$ cat src/design/flash_cmd_defs.svh
`ifndef FLASH_CMD_DEFS_SVH
`define FLASH_CMD_DEFS_SVH

// Opcodes.
`define OP_WREN 8'h06
`define OP_WRDI 8'h04
`define OP_VWREN 8'h50
`define OP_BLK_LOCK 8'h36
`define OP_BLK_UNLOCK 8'h39
`define OP_BLK_STATUS 8'h3D
`define OP_GLB_LOCK 8'h7E
`define OP_GLB_UNLOCK 8'h98
`define OP_RD_SR1 8'h05
`define OP_RD_SR2 8'h35
`define OP_RD_CR 8'h15
`define OP_WR_SR1 8'h01
`define OP_WR_SR2 8'h31
`define OP_WR_CR 8'h11
`define OP_RD_EAR 8'hC8
`define OP_WR_EAR 8'h56
`define OP_PAGE_PROG 8'h02
`define OP_PAGE_ERASE 8'h81
`define OP_SECT_ERASE 8'h20
`define OP_BLK32_ERASE 8'h52
`define OP_BLK64_ERASE 8'hD8
`define OP_CHIP_ERASE_A 8'h60
`define OP_CHIP_ERASE_B 8'hC7
`define OP_SUSPEND 8'h75
`define OP_RESUME 8'h7A
`define OP_BUF_CLEAR 8'h9E
`define OP_BUF_LOAD 8'h9A
`define OP_BUF_READ 8'h9B
`define OP_BUF_WRITE 8'h9C
`define OP_BUF_PROG 8'h9D
`define OP_DEEP_PD 8'hB9
`define OP_RELEASE_PD 8'hAB
`define OP_SET_READ_PAR 8'hC0
`define OP_FAST_READ 8'h0B
`define OP_WRAP_READ 8'h0C
`define OP_QUAD_READ 8'hEB
`define OP_MFR_ID 8'h90
`define OP_JEDEC_ID 8'h9F
`define OP_EXIT_QUAD 8'hFF
`define OP_DTR_FAST 8'h0D
`define OP_DTR_TWO 8'hBD
`define OP_DTR_FOUR 8'hED
`define OP_DTR_WRAP 8'h0E

// Frame shape counts.
`define ADDR_BYTES 2'd3
`define JEDEC_BYTES 2'd3

// Reset values of the small registers this block holds.
`define RST_READ_PAR 8'h00
`define RST_EAR 8'h00

`endif

$ cat src/design/flash_cmd_pkg.sv
package flash_cmd_pkg;

    typedef enum logic [2:0] {
        ST_OPCODE = 3'b000,
        ST_ADDR = 3'b001,
        ST_DUMMY = 3'b010,
        ST_DIN = 3'b011,
        ST_DOUT = 3'b100,
        ST_IGNORE = 3'b101
    } frame_state_e;

    typedef enum logic [1:0] {
        LANES_ONE = 2'b00,
        LANES_TWO = 2'b01,
        LANES_FOUR = 2'b10
    } lanes_e;

    // Shape of a frame as the opcode dictates it.
    typedef struct packed {
        logic known;
        logic has_addr;
        logic has_dummy;
        logic has_din;
        logic has_dout;
        logic double_rate;
        lanes_e lanes;
    } cmd_shape_s;

    typedef logic [7:0] byte_t;

endpackage

$ cat src/design/link_sampler.sv
`timescale 1ns/1ps
`default_nettype none

// Brings the host pins into sys_clk and reports link clock edges.
module link_sampler (
    input wire logic sys_clk,
    input wire logic reset,
    input wire logic sck_pin,
    input wire logic cs_n_pin,
    input wire logic [3:0] io_pin,
    output logic sck_rise,
    output logic sck_fall,
    output logic cs_n_s,
    output logic [3:0] io_s
);
    logic [1:0] sck_r, sck_nxt;
    logic [1:0] cs_r, cs_nxt;
    logic [3:0] io_a_r, io_a_nxt, io_b_r, io_b_nxt;
    logic sck_d_r, sck_d_nxt;

    // The first stage feeds only the second stage; edges use stage two and its delay.
    always_comb begin
        sck_nxt = {sck_r[0], sck_pin};
        cs_nxt = {cs_r[0], cs_n_pin};
        io_a_nxt = io_pin;
        io_b_nxt = io_a_r;
        sck_d_nxt = sck_r[1];
    end

    always_ff @(posedge sys_clk) begin
        if (reset) begin
            sck_r <= 2'b00;
            cs_r <= 2'b11;
            io_a_r <= 4'h0;
            io_b_r <= 4'h0;
            sck_d_r <= 1'b0;
        end else begin
            sck_r <= sck_nxt;
            cs_r <= cs_nxt;
            io_a_r <= io_a_nxt;
            io_b_r <= io_b_nxt;
            sck_d_r <= sck_d_nxt;
        end
    end

    assign sck_rise = sck_r[1] & ~sck_d_r;
    assign sck_fall = ~sck_r[1] & sck_d_r;
    assign cs_n_s = cs_r[1];
    assign io_s = io_b_r;
endmodule

`default_nettype wire

$ cat src/design/quad_dtr_flash_command_decoder.sv
`timescale 1ns/1ps
`default_nettype none

`include "flash_cmd_defs.svh"

module quad_dtr_flash_command_decoder
    import flash_cmd_pkg::*;
#(
    parameter logic [7:0] MAKER_CODE = 8'h5A,     // Arbitrary identity value.
    parameter logic [15:0] DEVICE_CODE = 16'h1234, // Arbitrary identity value.
    parameter logic [7:0] ELEC_ID = 8'h17         // Arbitrary identity value.
) (
    input wire logic sys_clk,
    input wire logic reset,
    input wire logic sck,
    input wire logic cs_n,
    input wire logic [3:0] io_in,
    output logic [3:0] io_out,
    output logic [3:0] io_oe,
    input wire logic quad_mode_enter,
    output logic quad_mode,
    output logic write_enable_latch,
    output logic volatile_write,
    output logic deep_power_down,
    output logic suspended,
    output logic [7:0] status1,
    output logic [7:0] status2,
    output logic [7:0] config_reg,
    output logic [7:0] ext_addr,
    output logic [7:0] read_params,
    input wire logic [7:0] array_data,
    input wire logic blk_lock_state,
    output logic [7:0] cmd_code,
    output logic [23:0] cmd_addr,
    output logic cmd_strobe,
    output logic [7:0] wdata,
    output logic wdata_strobe,
    output logic rdata_req
);
    logic sck_rise, sck_fall, cs_n_s;
    logic [3:0] io_s;

    link_sampler u_sampler (
        .sys_clk(sys_clk),
        .reset(reset),
        .sck_pin(sck),
        .cs_n_pin(cs_n),
        .io_pin(io_in),
        .sck_rise(sck_rise),
        .sck_fall(sck_fall),
        .cs_n_s(cs_n_s),
        .io_s(io_s)
    );

    ////////////////////////////////////////////////////////////////////////////
    // Opcode table.

    function automatic cmd_shape_s decode(input byte_t op, input logic quad);
        cmd_shape_s s;
        s = '{known: 1'b1, has_addr: 1'b0, has_dummy: 1'b0, has_din: 1'b0,
              has_dout: 1'b0, double_rate: 1'b0,
              lanes: quad ? LANES_FOUR : LANES_ONE};
        case (op)
            `OP_WREN, `OP_WRDI, `OP_VWREN, `OP_GLB_LOCK, `OP_GLB_UNLOCK,
            `OP_CHIP_ERASE_A, `OP_CHIP_ERASE_B, `OP_SUSPEND, `OP_RESUME,
            `OP_BUF_CLEAR, `OP_DEEP_PD, `OP_EXIT_QUAD: begin
            end
            `OP_BLK_LOCK, `OP_BLK_UNLOCK, `OP_PAGE_ERASE, `OP_SECT_ERASE,
            `OP_BLK32_ERASE, `OP_BLK64_ERASE, `OP_BUF_LOAD, `OP_BUF_PROG: begin
                s.has_addr = 1'b1;
            end
            `OP_BLK_STATUS, `OP_RELEASE_PD, `OP_MFR_ID: begin
                s.has_addr = 1'b1;
                s.has_dout = 1'b1;
            end
            `OP_RD_SR1, `OP_RD_SR2, `OP_RD_CR, `OP_RD_EAR, `OP_JEDEC_ID: begin
                s.has_dout = 1'b1;
            end
            `OP_WR_SR1, `OP_WR_SR2, `OP_WR_CR, `OP_WR_EAR, `OP_SET_READ_PAR: begin
                s.has_din = 1'b1;
            end
            `OP_PAGE_PROG, `OP_BUF_WRITE: begin
                s.has_addr = 1'b1;
                s.has_din = 1'b1;
            end
            `OP_FAST_READ, `OP_WRAP_READ, `OP_QUAD_READ, `OP_BUF_READ: begin
                s.has_addr = 1'b1;
                s.has_dummy = 1'b1;
                s.has_dout = 1'b1;
                if (op == `OP_QUAD_READ) begin
                    s.lanes = LANES_FOUR;
                end
            end
            `OP_DTR_FAST, `OP_DTR_TWO, `OP_DTR_FOUR, `OP_DTR_WRAP: begin
                s.has_addr = 1'b1;
                s.has_dummy = 1'b1;
                s.has_dout = 1'b1;
                s.double_rate = 1'b1;
                if (op == `OP_DTR_TWO) begin
                    s.lanes = LANES_TWO;
                end else if (op == `OP_DTR_FOUR) begin
                    s.lanes = LANES_FOUR;
                end
                if (op == `OP_DTR_WRAP && !quad) begin
                    s.known = 1'b0;
                end
            end
            default: s.known = 1'b0;
        endcase
        return s;
    endfunction

    // Bits per beat for a lane count.
    function automatic logic [3:0] beat_bits(input lanes_e l);
        return (l == LANES_FOUR) ? 4'd4 : (l == LANES_TWO) ? 4'd2 : 4'd1;
    endfunction

    ////////////////////////////////////////////////////////////////////////////
    // Frame sequencer.

    frame_state_e state_r, state_nxt;
    cmd_shape_s shape_r, shape_nxt;
    logic [7:0] op_r, op_nxt, sh_r, sh_nxt, out_r, out_nxt;
    logic [3:0] bits_r, bits_nxt;
    logic [1:0] bytes_r, bytes_nxt;
    logic [23:0] addr_r, addr_nxt;
    logic quad_r, quad_nxt, wel_r, wel_nxt, vwe_r, vwe_nxt, dpd_r, dpd_nxt;
    logic sus_r, sus_nxt, oe_r, oe_nxt, strobe_r, strobe_nxt, wstb_r, wstb_nxt;
    logic rreq_r, rreq_nxt;
    logic [7:0] sr1_r, sr1_nxt, sr2_r, sr2_nxt, cr_r, cr_nxt, ear_r, ear_nxt;
    logic [7:0] rp_r, rp_nxt, wd_r, wd_nxt;
    logic [3:0] io_drv_r, io_drv_nxt;
    logic beat, out_beat;
    logic [3:0] nb;
    logic [7:0] shifted;

    // Double-rate beats.
    // Opcode moves on rises only; later phases also use falling edges.
    assign beat = sck_rise | (shape_r.double_rate && state_r != ST_OPCODE && sck_fall);
    assign out_beat = sck_fall | (shape_r.double_rate && sck_rise);

    // Register reads.
    // Next byte to present, chosen by the opcode.
    function automatic byte_t reply(input byte_t op, input logic [1:0] idx,
                                    input byte_t s1, input byte_t s2, input byte_t c,
                                    input byte_t e, input byte_t arr, input logic lk);
        case (op)
            `OP_RD_SR1: return s1;
            `OP_RD_SR2: return s2;
            `OP_RD_CR: return c;
            `OP_RD_EAR: return e;
            `OP_BLK_STATUS: return {7'h00, lk};
            `OP_RELEASE_PD: return ELEC_ID;
            `OP_JEDEC_ID, `OP_MFR_ID:
                return (idx == 2'd0) ? MAKER_CODE :
                       (idx == 2'd1) ? DEVICE_CODE[15:8] : DEVICE_CODE[7:0];
            default: return arr;
        endcase
    endfunction

    always_comb begin
        state_nxt = state_r;
        shape_nxt = shape_r;
        op_nxt = op_r;
        sh_nxt = sh_r;
        out_nxt = out_r;
        bits_nxt = bits_r;
        bytes_nxt = bytes_r;
        addr_nxt = addr_r;
        quad_nxt = quad_r | quad_mode_enter;
        wel_nxt = wel_r;
        vwe_nxt = vwe_r;
        dpd_nxt = dpd_r;
        sus_nxt = sus_r;
        oe_nxt = oe_r;
        strobe_nxt = 1'b0;
        wstb_nxt = 1'b0;
        rreq_nxt = 1'b0;
        sr1_nxt = sr1_r;
        sr2_nxt = sr2_r;
        cr_nxt = cr_r;
        ear_nxt = ear_r;
        rp_nxt = rp_r;
        wd_nxt = wd_r;
        io_drv_nxt = io_drv_r;
        nb = beat_bits(shape_r.lanes);
        // Beat shift-in.
        // Higher lines carry the more significant bit of each beat.
        unique case (shape_r.lanes)
            LANES_FOUR: shifted = {sh_r[3:0], io_s};
            LANES_TWO: shifted = {sh_r[5:0], io_s[1:0]};
            default: shifted = {sh_r[6:0], io_s[0]};
        endcase
        if (cs_n_s) begin
            // Deselect ends every frame and rearms opcode capture.
            state_nxt = ST_OPCODE;
            shape_nxt = decode(8'h00, quad_r);
            shape_nxt.lanes = quad_r ? LANES_FOUR : LANES_ONE;
            shape_nxt.double_rate = 1'b0;
            bits_nxt = 4'd0;
            bytes_nxt = 2'd0;
            oe_nxt = 1'b0;
        end else if (state_r == ST_DOUT && out_beat) begin
            // Output lanes.
            // The byte goes out most significant group first.
            unique case (shape_r.lanes)
                LANES_FOUR: io_drv_nxt = out_r[7:4];
                LANES_TWO: io_drv_nxt = {2'b00, out_r[7:6]};
                default: io_drv_nxt = {2'b00, out_r[7], 1'b0};
            endcase
            oe_nxt = 1'b1;
            out_nxt = (shape_r.lanes == LANES_FOUR) ? {out_r[3:0], 4'h0} :
                      (shape_r.lanes == LANES_TWO) ? {out_r[5:0], 2'b00} :
                      {out_r[6:0], 1'b0};
            if (bits_r + nb >= 4'd8) begin
                // Continuous stream.
                // Readout never ends on its own; deselect stops it.
                bits_nxt = 4'd0;
                bytes_nxt = (bytes_r == `JEDEC_BYTES - 2'd1) ? bytes_r : bytes_r + 2'd1;
                out_nxt = reply(op_r, bytes_nxt, sr1_r, sr2_r, cr_r, ear_r,
                                array_data, blk_lock_state);
                rreq_nxt = 1'b1;
            end else begin
                bits_nxt = bits_r + nb;
            end
        end else if (beat && state_r != ST_DOUT && state_r != ST_IGNORE) begin
            sh_nxt = shifted;
            bits_nxt = bits_r + nb;
            if (bits_r + nb >= 4'd8) begin
                bits_nxt = 4'd0;
                unique case (state_r)
                    ST_OPCODE: begin
                        op_nxt = shifted;
                        shape_nxt = decode(shifted, quad_r);
                        bytes_nxt = 2'd0;
                        if (!shape_nxt.known || (dpd_r && shifted != `OP_RELEASE_PD)) begin
                            state_nxt = ST_IGNORE;
                        end else if (shape_nxt.has_addr) begin
                            state_nxt = ST_ADDR;
                        end else if (shape_nxt.has_din) begin
                            state_nxt = ST_DIN;
                        end else if (shape_nxt.has_dout) begin
                            state_nxt = ST_DOUT;
                            out_nxt = reply(shifted, 2'd0, sr1_r, sr2_r, cr_r, ear_r,
                                            array_data, blk_lock_state);
                        end else begin
                            state_nxt = ST_IGNORE;
                            strobe_nxt = 1'b1;
                        end
                        // A refused opcode, power-down included, must leave every flag alone.
                        if (shape_nxt.known && !(dpd_r && shifted != `OP_RELEASE_PD)) begin
                            if (shifted == `OP_WREN) wel_nxt = 1'b1;
                            if (shifted == `OP_WRDI) wel_nxt = 1'b0;
                            if (shifted == `OP_VWREN) vwe_nxt = 1'b1;
                            if (shifted == `OP_SUSPEND) sus_nxt = 1'b1;
                            if (shifted == `OP_RESUME) sus_nxt = 1'b0;
                            if (shifted == `OP_DEEP_PD) dpd_nxt = 1'b1;
                            if (shifted == `OP_RELEASE_PD) dpd_nxt = 1'b0;
                            if (shifted == `OP_EXIT_QUAD) quad_nxt = 1'b0;
                        end
                        // Commands with no address and no data phase reach the core by strobe.
                    end
                    ST_ADDR: begin
                        addr_nxt = {addr_r[15:0], shifted};
                        bytes_nxt = bytes_r + 2'd1;
                        if (bytes_r == `ADDR_BYTES - 2'd1) begin
                            bytes_nxt = 2'd0;
                            strobe_nxt = 1'b1;
                            if (shape_r.has_dummy) begin
                                state_nxt = ST_DUMMY;
                            end else if (shape_r.has_din) begin
                                state_nxt = ST_DIN;
                            end else if (shape_r.has_dout) begin
                                state_nxt = ST_DOUT;
                                out_nxt = reply(op_r, 2'd0, sr1_r, sr2_r, cr_r, ear_r,
                                                array_data, blk_lock_state);
                            end else begin
                                state_nxt = ST_IGNORE;
                            end
                        end
                    end
                    ST_DUMMY: begin
                        state_nxt = ST_DOUT;
                        out_nxt = array_data;
                        rreq_nxt = 1'b1;
                    end
                    ST_DIN: begin
                        wd_nxt = shifted;
                        wstb_nxt = 1'b1;
                        if (op_r == `OP_WR_SR1) sr1_nxt = shifted;
                        if (op_r == `OP_WR_SR2) sr2_nxt = shifted;
                        if (op_r == `OP_WR_CR) cr_nxt = shifted;
                        if (op_r == `OP_WR_EAR) ear_nxt = shifted;
                        if (op_r == `OP_SET_READ_PAR) rp_nxt = shifted;
                        if (op_r == `OP_WR_SR1 || op_r == `OP_WR_SR2 || op_r == `OP_WR_CR) begin
                            vwe_nxt = 1'b0;
                        end
                        if (op_r != `OP_PAGE_PROG && op_r != `OP_BUF_WRITE) begin
                            state_nxt = ST_IGNORE;
                        end
                    end
                    default: begin
                    end
                endcase
            end
        end
    end

    // Everything registers here; the host relies on no state beyond reset.
    always_ff @(posedge sys_clk) begin
        if (reset) begin
            state_r <= ST_OPCODE;
            shape_r <= '0;
            op_r <= 8'h00;
            sh_r <= 8'h00;
            out_r <= 8'h00;
            bits_r <= 4'd0;
            bytes_r <= 2'd0;
            addr_r <= 24'h00_0000;
            quad_r <= 1'b0;
            wel_r <= 1'b0;
            vwe_r <= 1'b0;
            dpd_r <= 1'b0;
            sus_r <= 1'b0;
            oe_r <= 1'b0;
            strobe_r <= 1'b0;
            wstb_r <= 1'b0;
            rreq_r <= 1'b0;
            sr1_r <= 8'h00;
            sr2_r <= 8'h00;
            cr_r <= 8'h00;
            ear_r <= `RST_EAR;
            rp_r <= `RST_READ_PAR;
            wd_r <= 8'h00;
            io_drv_r <= 4'h0;
        end else begin
            state_r <= state_nxt;
            shape_r <= shape_nxt;
            op_r <= op_nxt;
            sh_r <= sh_nxt;
            out_r <= out_nxt;
            bits_r <= bits_nxt;
            bytes_r <= bytes_nxt;
            addr_r <= addr_nxt;
            quad_r <= quad_nxt;
            wel_r <= wel_nxt;
            vwe_r <= vwe_nxt;
            dpd_r <= dpd_nxt;
            sus_r <= sus_nxt;
            oe_r <= oe_nxt;
            strobe_r <= strobe_nxt;
            wstb_r <= wstb_nxt;
            rreq_r <= rreq_nxt;
            sr1_r <= sr1_nxt;
            sr2_r <= sr2_nxt;
            cr_r <= cr_nxt;
            ear_r <= ear_nxt;
            rp_r <= rp_nxt;
            wd_r <= wd_nxt;
            io_drv_r <= io_drv_nxt;
        end
    end

    ////////////////////////////////////////////////////////////////////////////
    // Outputs; single-line output uses line 1 as the serial data out.

    assign io_out = io_drv_r;
    assign io_oe = !oe_r ? 4'h0 : (shape_r.lanes == LANES_FOUR) ? 4'hF :
                   (shape_r.lanes == LANES_TWO) ? 4'h3 : 4'h2;
    assign quad_mode = quad_r;
    assign write_enable_latch = wel_r;
    assign volatile_write = vwe_r;
    assign deep_power_down = dpd_r;
    assign suspended = sus_r;
    assign status1 = sr1_r;
    assign status2 = sr2_r;
    assign config_reg = cr_r;
    assign ext_addr = ear_r;
    assign read_params = rp_r;
    assign cmd_code = op_r;
    assign cmd_addr = addr_r;
    assign cmd_strobe = strobe_r;
    assign wdata = wd_r;
    assign wdata_strobe = wstb_r;
    assign rdata_req = rreq_r;
endmodule

`default_nettype wire

$ cat config.mk
export PLATFORM = sky130hd
export DESIGN_NAME = quad_dtr_flash_command_decoder
export DESIGN_NICKNAME = d
export VERILOG_FILES = /design/src/design/flash_cmd_pkg.sv /design/src/design/link_sampler.sv /design/src/design/quad_dtr_flash_command_decoder.sv
export VERILOG_INCLUDE_DIRS = /design/src /design/src/design
export SDC_FILE = /design/constraint.sdc
export NUM_CORES = 1
export LEC_CHECK = 0
export ABC_AREA = 1
export BUFFER_PORTS_ARGS = -buffer_cell sky130_fd_sc_hd__buf_2
export CORE_UTILIZATION = 30
export DETAILED_ROUTE_END_ITERATION = 10
export GPL_TIMING_DRIVEN = 1
export REMOVE_ABC_BUFFERS = 1
export SLEW_MARGIN = 20
export SYNTH_ARGS = -nofsm -noshare
export SYNTH_HDL_FRONTEND = slang
export SYNTH_HIERARCHICAL = 1
export SYNTH_SLANG_ARGS = --single-unit
$ cat constraint.sdc
create_clock -name sys_clk -period 6.12 [get_ports sys_clk]
set_input_delay 1.53 -clock sys_clk [delete_from_list [all_inputs] [get_ports sys_clk]]
set_output_delay 1.53 -clock sys_clk [all_outputs]
set_load 0.005 [all_outputs]
Word level (Yosys, flattened, before mapping)
Cells that the tools add are included.
{ "word_totals": {"out_inout_bits": 96, "ramBits": 0, "mem_count": 0, "latch_bits": 0, "romBits": 0, "ff_bits": 136, "in_bits": 18, "wordCells": 304} }
{ "op_classes": {"n_addsub": 2, "n_eq_ne": 83, "muxes": 113, "shift": 0, "n_reduce_logical": 61, "div": 0, "order_cmp": 1, "mul": 0, "n_bitwise": 11} }
{ "op_table": {"columns": ["op", "count"], "rows": [
  ["$eq A8 B8 Y1 const B", 24],
  ["$pmux W8 S7", 3],
  ["$mux W8", 14],
  ["$eq A8 B6 Y1 const B", 9],
  ["$eq A8 B7 Y1 const B", 8],
  ["$mux W1", 56],
  ["$reduce_or A39 Y1", 1],
  ["$reduce_and A6 Y1", 6],
  ["$eq A8 B3 Y1 const B", 4],
  ["$eq A8 B4 Y1 const B", 4],
  ["$eq A8 B5 Y1 const B", 4],
  ["$mux W2", 16],
  ["$ne A3 B3 Y1 const B", 10],
  ["$mux W3", 8],
  ["$pmux W8 S3", 1],
  ["$reduce_and A7 Y1", 3],
  ["$reduce_or A21 Y1", 1],
  ["$mux W4", 5],
  ["$reduce_bool A2 Y1", 9],
  ["$eq A8 B1 Y1 const B", 2],
  ["$ne A8 B8 Y1 const B", 2],
  ["$pmux W8 S2", 1],
  ["$reduce_or A16 Y1", 1],
  ["$reduce_and A5 Y1", 3],
  ["other kinds (38)", 76]
]} }

Logic depth before layout (Yosys ltp)
{ "depth": {"word_depth": 18, "mapped_depth": 23, "ltp_nobuf": 20} }

Cells and area by module
Netlist, hierarchy kept.
{ "by_module_without_submodules": {"columns": ["mod", "cells_per_inst", "n_inst", "area_per_inst_um2", "seq_area_each_um2"], "rows": [
  ["quad_dtr_flash_command_decoder", 1167, 1, 7633.6, 2462.4],
  ["link_sampler", 44, 1, 384.1, 260.2]
]} }

Least setup slack after synthesis
Ideal clock, no wire load.
{ "synth_timing": {"path_type": "register -> output", "startpoint": "register shape_r[0] (netlist bit)", "endpoint": "output port io_oe[3]", "t_arrival_ns": 1.107, "slack_ns": 3.483, "path_stages_with_launch": 8, "path_buffers": 3, "required_time_ns": 4.590, "cell_sequence": "dfxtp_1 > inv_1 > ha_1 > buf_4 > buf_6 > nand2_1 > inv_1 > buf_4"} }
{ "synth_via": {"elab_chain_len": 3} }
{ "synth_rtl": {"columns": ["item", "line_no", "source"], "rows": [
  ["start, declared", "quad_dtr_flash_command_decoder.sv:122", "cmd_shape_s shape_r, shape_nxt;"],
  ["start signal, assigned", "quad_dtr_flash_command_decoder.sv:338", "shape_r <= shape_nxt;"],
  ["$eq A2 B2 Y1", "quad_dtr_flash_command_decoder.sv:368", "assign io_oe = !oe_r ? 4'h0 : (shape_r.lanes == LANES_FOUR) ? 4'hF :"],
  ["$mux W4 (2 in series)", "quad_dtr_flash_command_decoder.sv:368", null],
  ["end, declared", "quad_dtr_flash_command_decoder.sv:19", "output logic [3:0] io_oe,"]
]} }
No other way between the ends.

Final worst setup path
{ "layout_timing": {"startpoint": "register shape_r[0] (netlist bit)", "endpoint": "register addr_r[2] (netlist: cmd_addr[2])"} }
{ "layout_via": {"elab_chain_len": 6, "elab_cells_between_ends": 8, "cone_classes": "add/sub (1); order compare (1); eq/ne (2); mux (3); reduce/logical (1)"} }
{ "layout_rtl": {"columns": ["item", "line_no", "source"], "rows": [
  ["$eq A2 B1 Y1", "quad_dtr_flash_command_decoder.sv:115, quad_dtr_flash_command_decoder.sv:189", null],
  ["$mux W2", "quad_dtr_flash_command_decoder.sv:115", "return (l == LANES_FOUR) ? 4'd4 : (l == LANES_TWO) ? 4'd2 : 4'd1;"],
  ["$mux W3", "quad_dtr_flash_command_decoder.sv:115", null],
  ["$add A4 B3 Y4", "quad_dtr_flash_command_decoder.sv:229", "if (bits_r + nb >= 4'd8) begin"],
  ["$ge A4 B4 Y1", "quad_dtr_flash_command_decoder.sv:229", null],
  ["$reduce_and A5 Y1 (no line)", null, null],
  ["end signal, assigned", "quad_dtr_flash_command_decoder.sv:344", "addr_r <= addr_nxt;"],
  ["end, declared", "quad_dtr_flash_command_decoder.sv:126", "logic [23:0] addr_r, addr_nxt;"]
]} }
Several ways; a longest one is shown, not always the timed one.
A chain may end at the register's enable or synchronous reset.

==> metrics <==
RSZ-0062 raised after global routing no; post-CTS sizing 0; largest net degree at the start of global routing 57; type of destination of the critical path flop; crit path to cmd_addr[2]; RR Endpoint cmd_addr[2]; max reg flops 24; filler cell count in the final layout 2863; highest routed layer met4; hold_sp u_sampler/io_a_r[3]; mean post-synth cell area 6.62 um^2; Routed WL 27.3 mm; H-Tree Depth 4; Num CTS Buffers 17; Die H 165 um; Worst Path Max Fanout 28; setup TNS 0 ns; GR Util All Layers 20.4%; post-detail-place hpwl 20.4 mm; first-pass GRT wire length 42.7 mm; gp weighted congestion 0.946; # setup viols final 0; Hold Slack 0.398 ns; Clock Pin Slew Worst Setup and Hold Paths 0.07 ns; Mapped Cells 1211; worst stage delay on the critical path 0.80 ns; DRC Markers 10; R2R cell count 15; share of the yosys chip area belonging to registers 34.0%; WL met3 1.69 mm; Initial Util 30.7%; Peak supply drop 151 uV; Hold Crit Class flop to flop; post-synth design cell area 8020 um^2; Layout area overhead 16.7%; post-DR wirelength/cell 16.5 um; CP Depth 15; Crit Reg-Reg Startpoint shape_r[0]; fin crit share 60.7%; Worst setup SP type flop; critical path type flop to flop; Clock Skew 0.0167 ns; CTS tree yes; Yosys reg bits 136; Fin. Hold Viols 0; TritonCTS Sinks 136; boundary pin count 114; Initial DRT Pass Iterations 8; unique cell type count in the Yosys netlist 49; CP Buf/Inv Count 4; Warnings, synthesis 6; Diodes inserted 0; max_slew headroom 38.1%; met2 WL 12.2 mm; status complete, but fails checks; via/cell ratio 5.02; total number of vias 8283; CP top delay family adder cells; Slew Viols, Final 0; Max-Cap Viols 0; WL met1 13.0 mm; Bufs on Longest Clock Path 2; failing checks DRC; CP startpoint shape_r[0]; Congestion Overflow GR 0; worst-skew pair later-pin latency 0.43 ns; initial antenna violation count 0; Final min period 3.71 ns; Post-CTS Hold Buffers 0; PortBufs 113; CP Data Required Time 6.48 ns; core region area 26100 um^2; Slew @ Worst Pin 0.925 ns; crit path DAT 4.07 ns; 1st-iter DRT viols 699; post-route ant nets 0; Worst R2R Setup Slack 2.41 ns; nets 1331; share of layout cells above drive strength 1 18.6%; Leak 0.00440 uW; vias in the first global route 7495; CTS root buf clkbuf_16; critical path's slowest cell ha_1; Fmax 269 MHz; Die Wd 165 um; power per cell area 221 nW/um^2; num rows 59; Critical Path, Cell by Cell inv_1, ha_1, ha_1, nand2_1, nand2_1, a21oi_1, or2_2, nand2_1, nor2_2, inv_1, nor2_2, buf_4, inv_1, o21ai_0, a21oi_1; die area 27400 um^2; Post-CTS Setup Bufs 0
[cell usage in the layout (no fill, tap or decap), types with 12 or more instances in the layout]
| master | instances |
|---|---|
| nand3_1 | 87 |
| a21oi_1 | 103 |
| nand2_1 | 245 |
| o211ai_1 | 12 |
| inv_1 | 148 |
| nand3_2 | 13 |
| nor3_1 | 12 |
| clkbuf_16 | 17 |
| nor2_2 | 14 |
| a211oi_1 | 13 |
| dfxtp_1 | 136 |
| o21ai_0 | 109 |
| nor2_1 | 160 |
| nand2_2 | 25 |
| buf_2 | 113 |
[cell usage after synthesis (all sizes together)]
cell    instances  area, um^2
or2             3        18.8
a221o           1        10.0
buf            19         170
a21o            1        7.51
nor2          186         832
clkinv          1        3.75
a221oi          4        35.0
ha             11         138
or3             1        6.26
nand2         282        1220
clkbuf         27         101
fa              1        20.0
o21ai         110         551
nand4           6        37.5
a21oi         111         586
a211oi         13        97.6
dfxtp         136        2720
xnor2           1        8.76
a22oi           4        30.0
nor3           12        60.1
o211ai         12        90.1
nand3         101         583
a31oi           4        25.0
nor3b           2        20.0
o41ai           1        8.76
o21bai          1        7.51
inv           155         587
o311ai          1        8.76
o221ai          1        8.76
a22o            1        8.76
a21boi          1        7.51
nand3b          1        7.51
[how the worst min path moves through the flow]
stage,depth (start not counted),to,slack [ns]
3_3_place_gp,2,u_sampler/sck_r[1],0.40
2_1_floorplan,2,u_sampler/cs_r[1],0.39
3_5_place_dp,2,u_sampler/io_s[3],0.39
6_report,2,u_sampler/io_s[3],0.40
5_1_grt,2,u_sampler/io_s[1],0.42
4_1_cts,2,u_sampler/io_s[3],0.40
[worst register-to-register path, delay by kind of cell (launching register included)]
kind | cells | cell delay, ns
fa+ha+maj | 2 | 1.10
buf+inv | 4 | 0.91
simple gates | 6 | 0.81
compound gates | 3 | 0.43
flops | 1 | 0.39
[cell type report]
class                      instances  area, um^2  share of cell area (%)
clock buffer                      18         439                    4.69
timing repair buffer             117         596                    6.37
tap                              335         419                    4.48
clock inverter                    14         156                    1.67
inverter                         156         591                    6.31
sequential                       136        2720                    29.1
multi-input combinational        873        4430                    47.4
[metrics by stage]
stage / setup WS, ns / power (uW) / util (%) / cells / area, um^2
2_1_floorplan: 2.65 / 989 / - / 1165 / 7750
3_3_place_gp: 2.49 / 1030 / 33.5 / 1617 / 8760
3_5_place_dp: 2.44 / 1030 / 33.5 / 1617 / 8760
4_1_cts: 2.40 / 2080 / 35.8 / 1649 / 9360
5_1_grt: 2.03 / 2130 / 35.8 / 1649 / 9360
6_report: 2.41 / 2070 / 35.8 / 1649 / 9360
[routing by layer]
| layer | vias to the layer above | global-route usage, % |
|---|---|---|
| met5 | - | 0 |
| met4 | 0 | 5.87 |
| met3 | 29 | 3.57 |
| met2 | 268 | 31.5 |
| met1 | 3877 | 28.8 |
| li1 | 4109 | - |
[kinds of logic after synthesis]
family                     count (synthesis)  share of synthesized area (%)
xor gates and xnor gates                   1                          0.109
AOI/OAI and AO/OA                        266                           18.5
and+or+nand+nor                          594                           34.7
adders and majority gates                 12                           1.97
buffers and inverters                    202                           10.8
DFF                                      136                           34.0
[power by group]
part           switching (uW)  internal [uW]
Sequential               4.10            890
Clock                     465            591
Combinational            86.9           31.9
No activity file was read; power rests on OpenSTA's default activity.
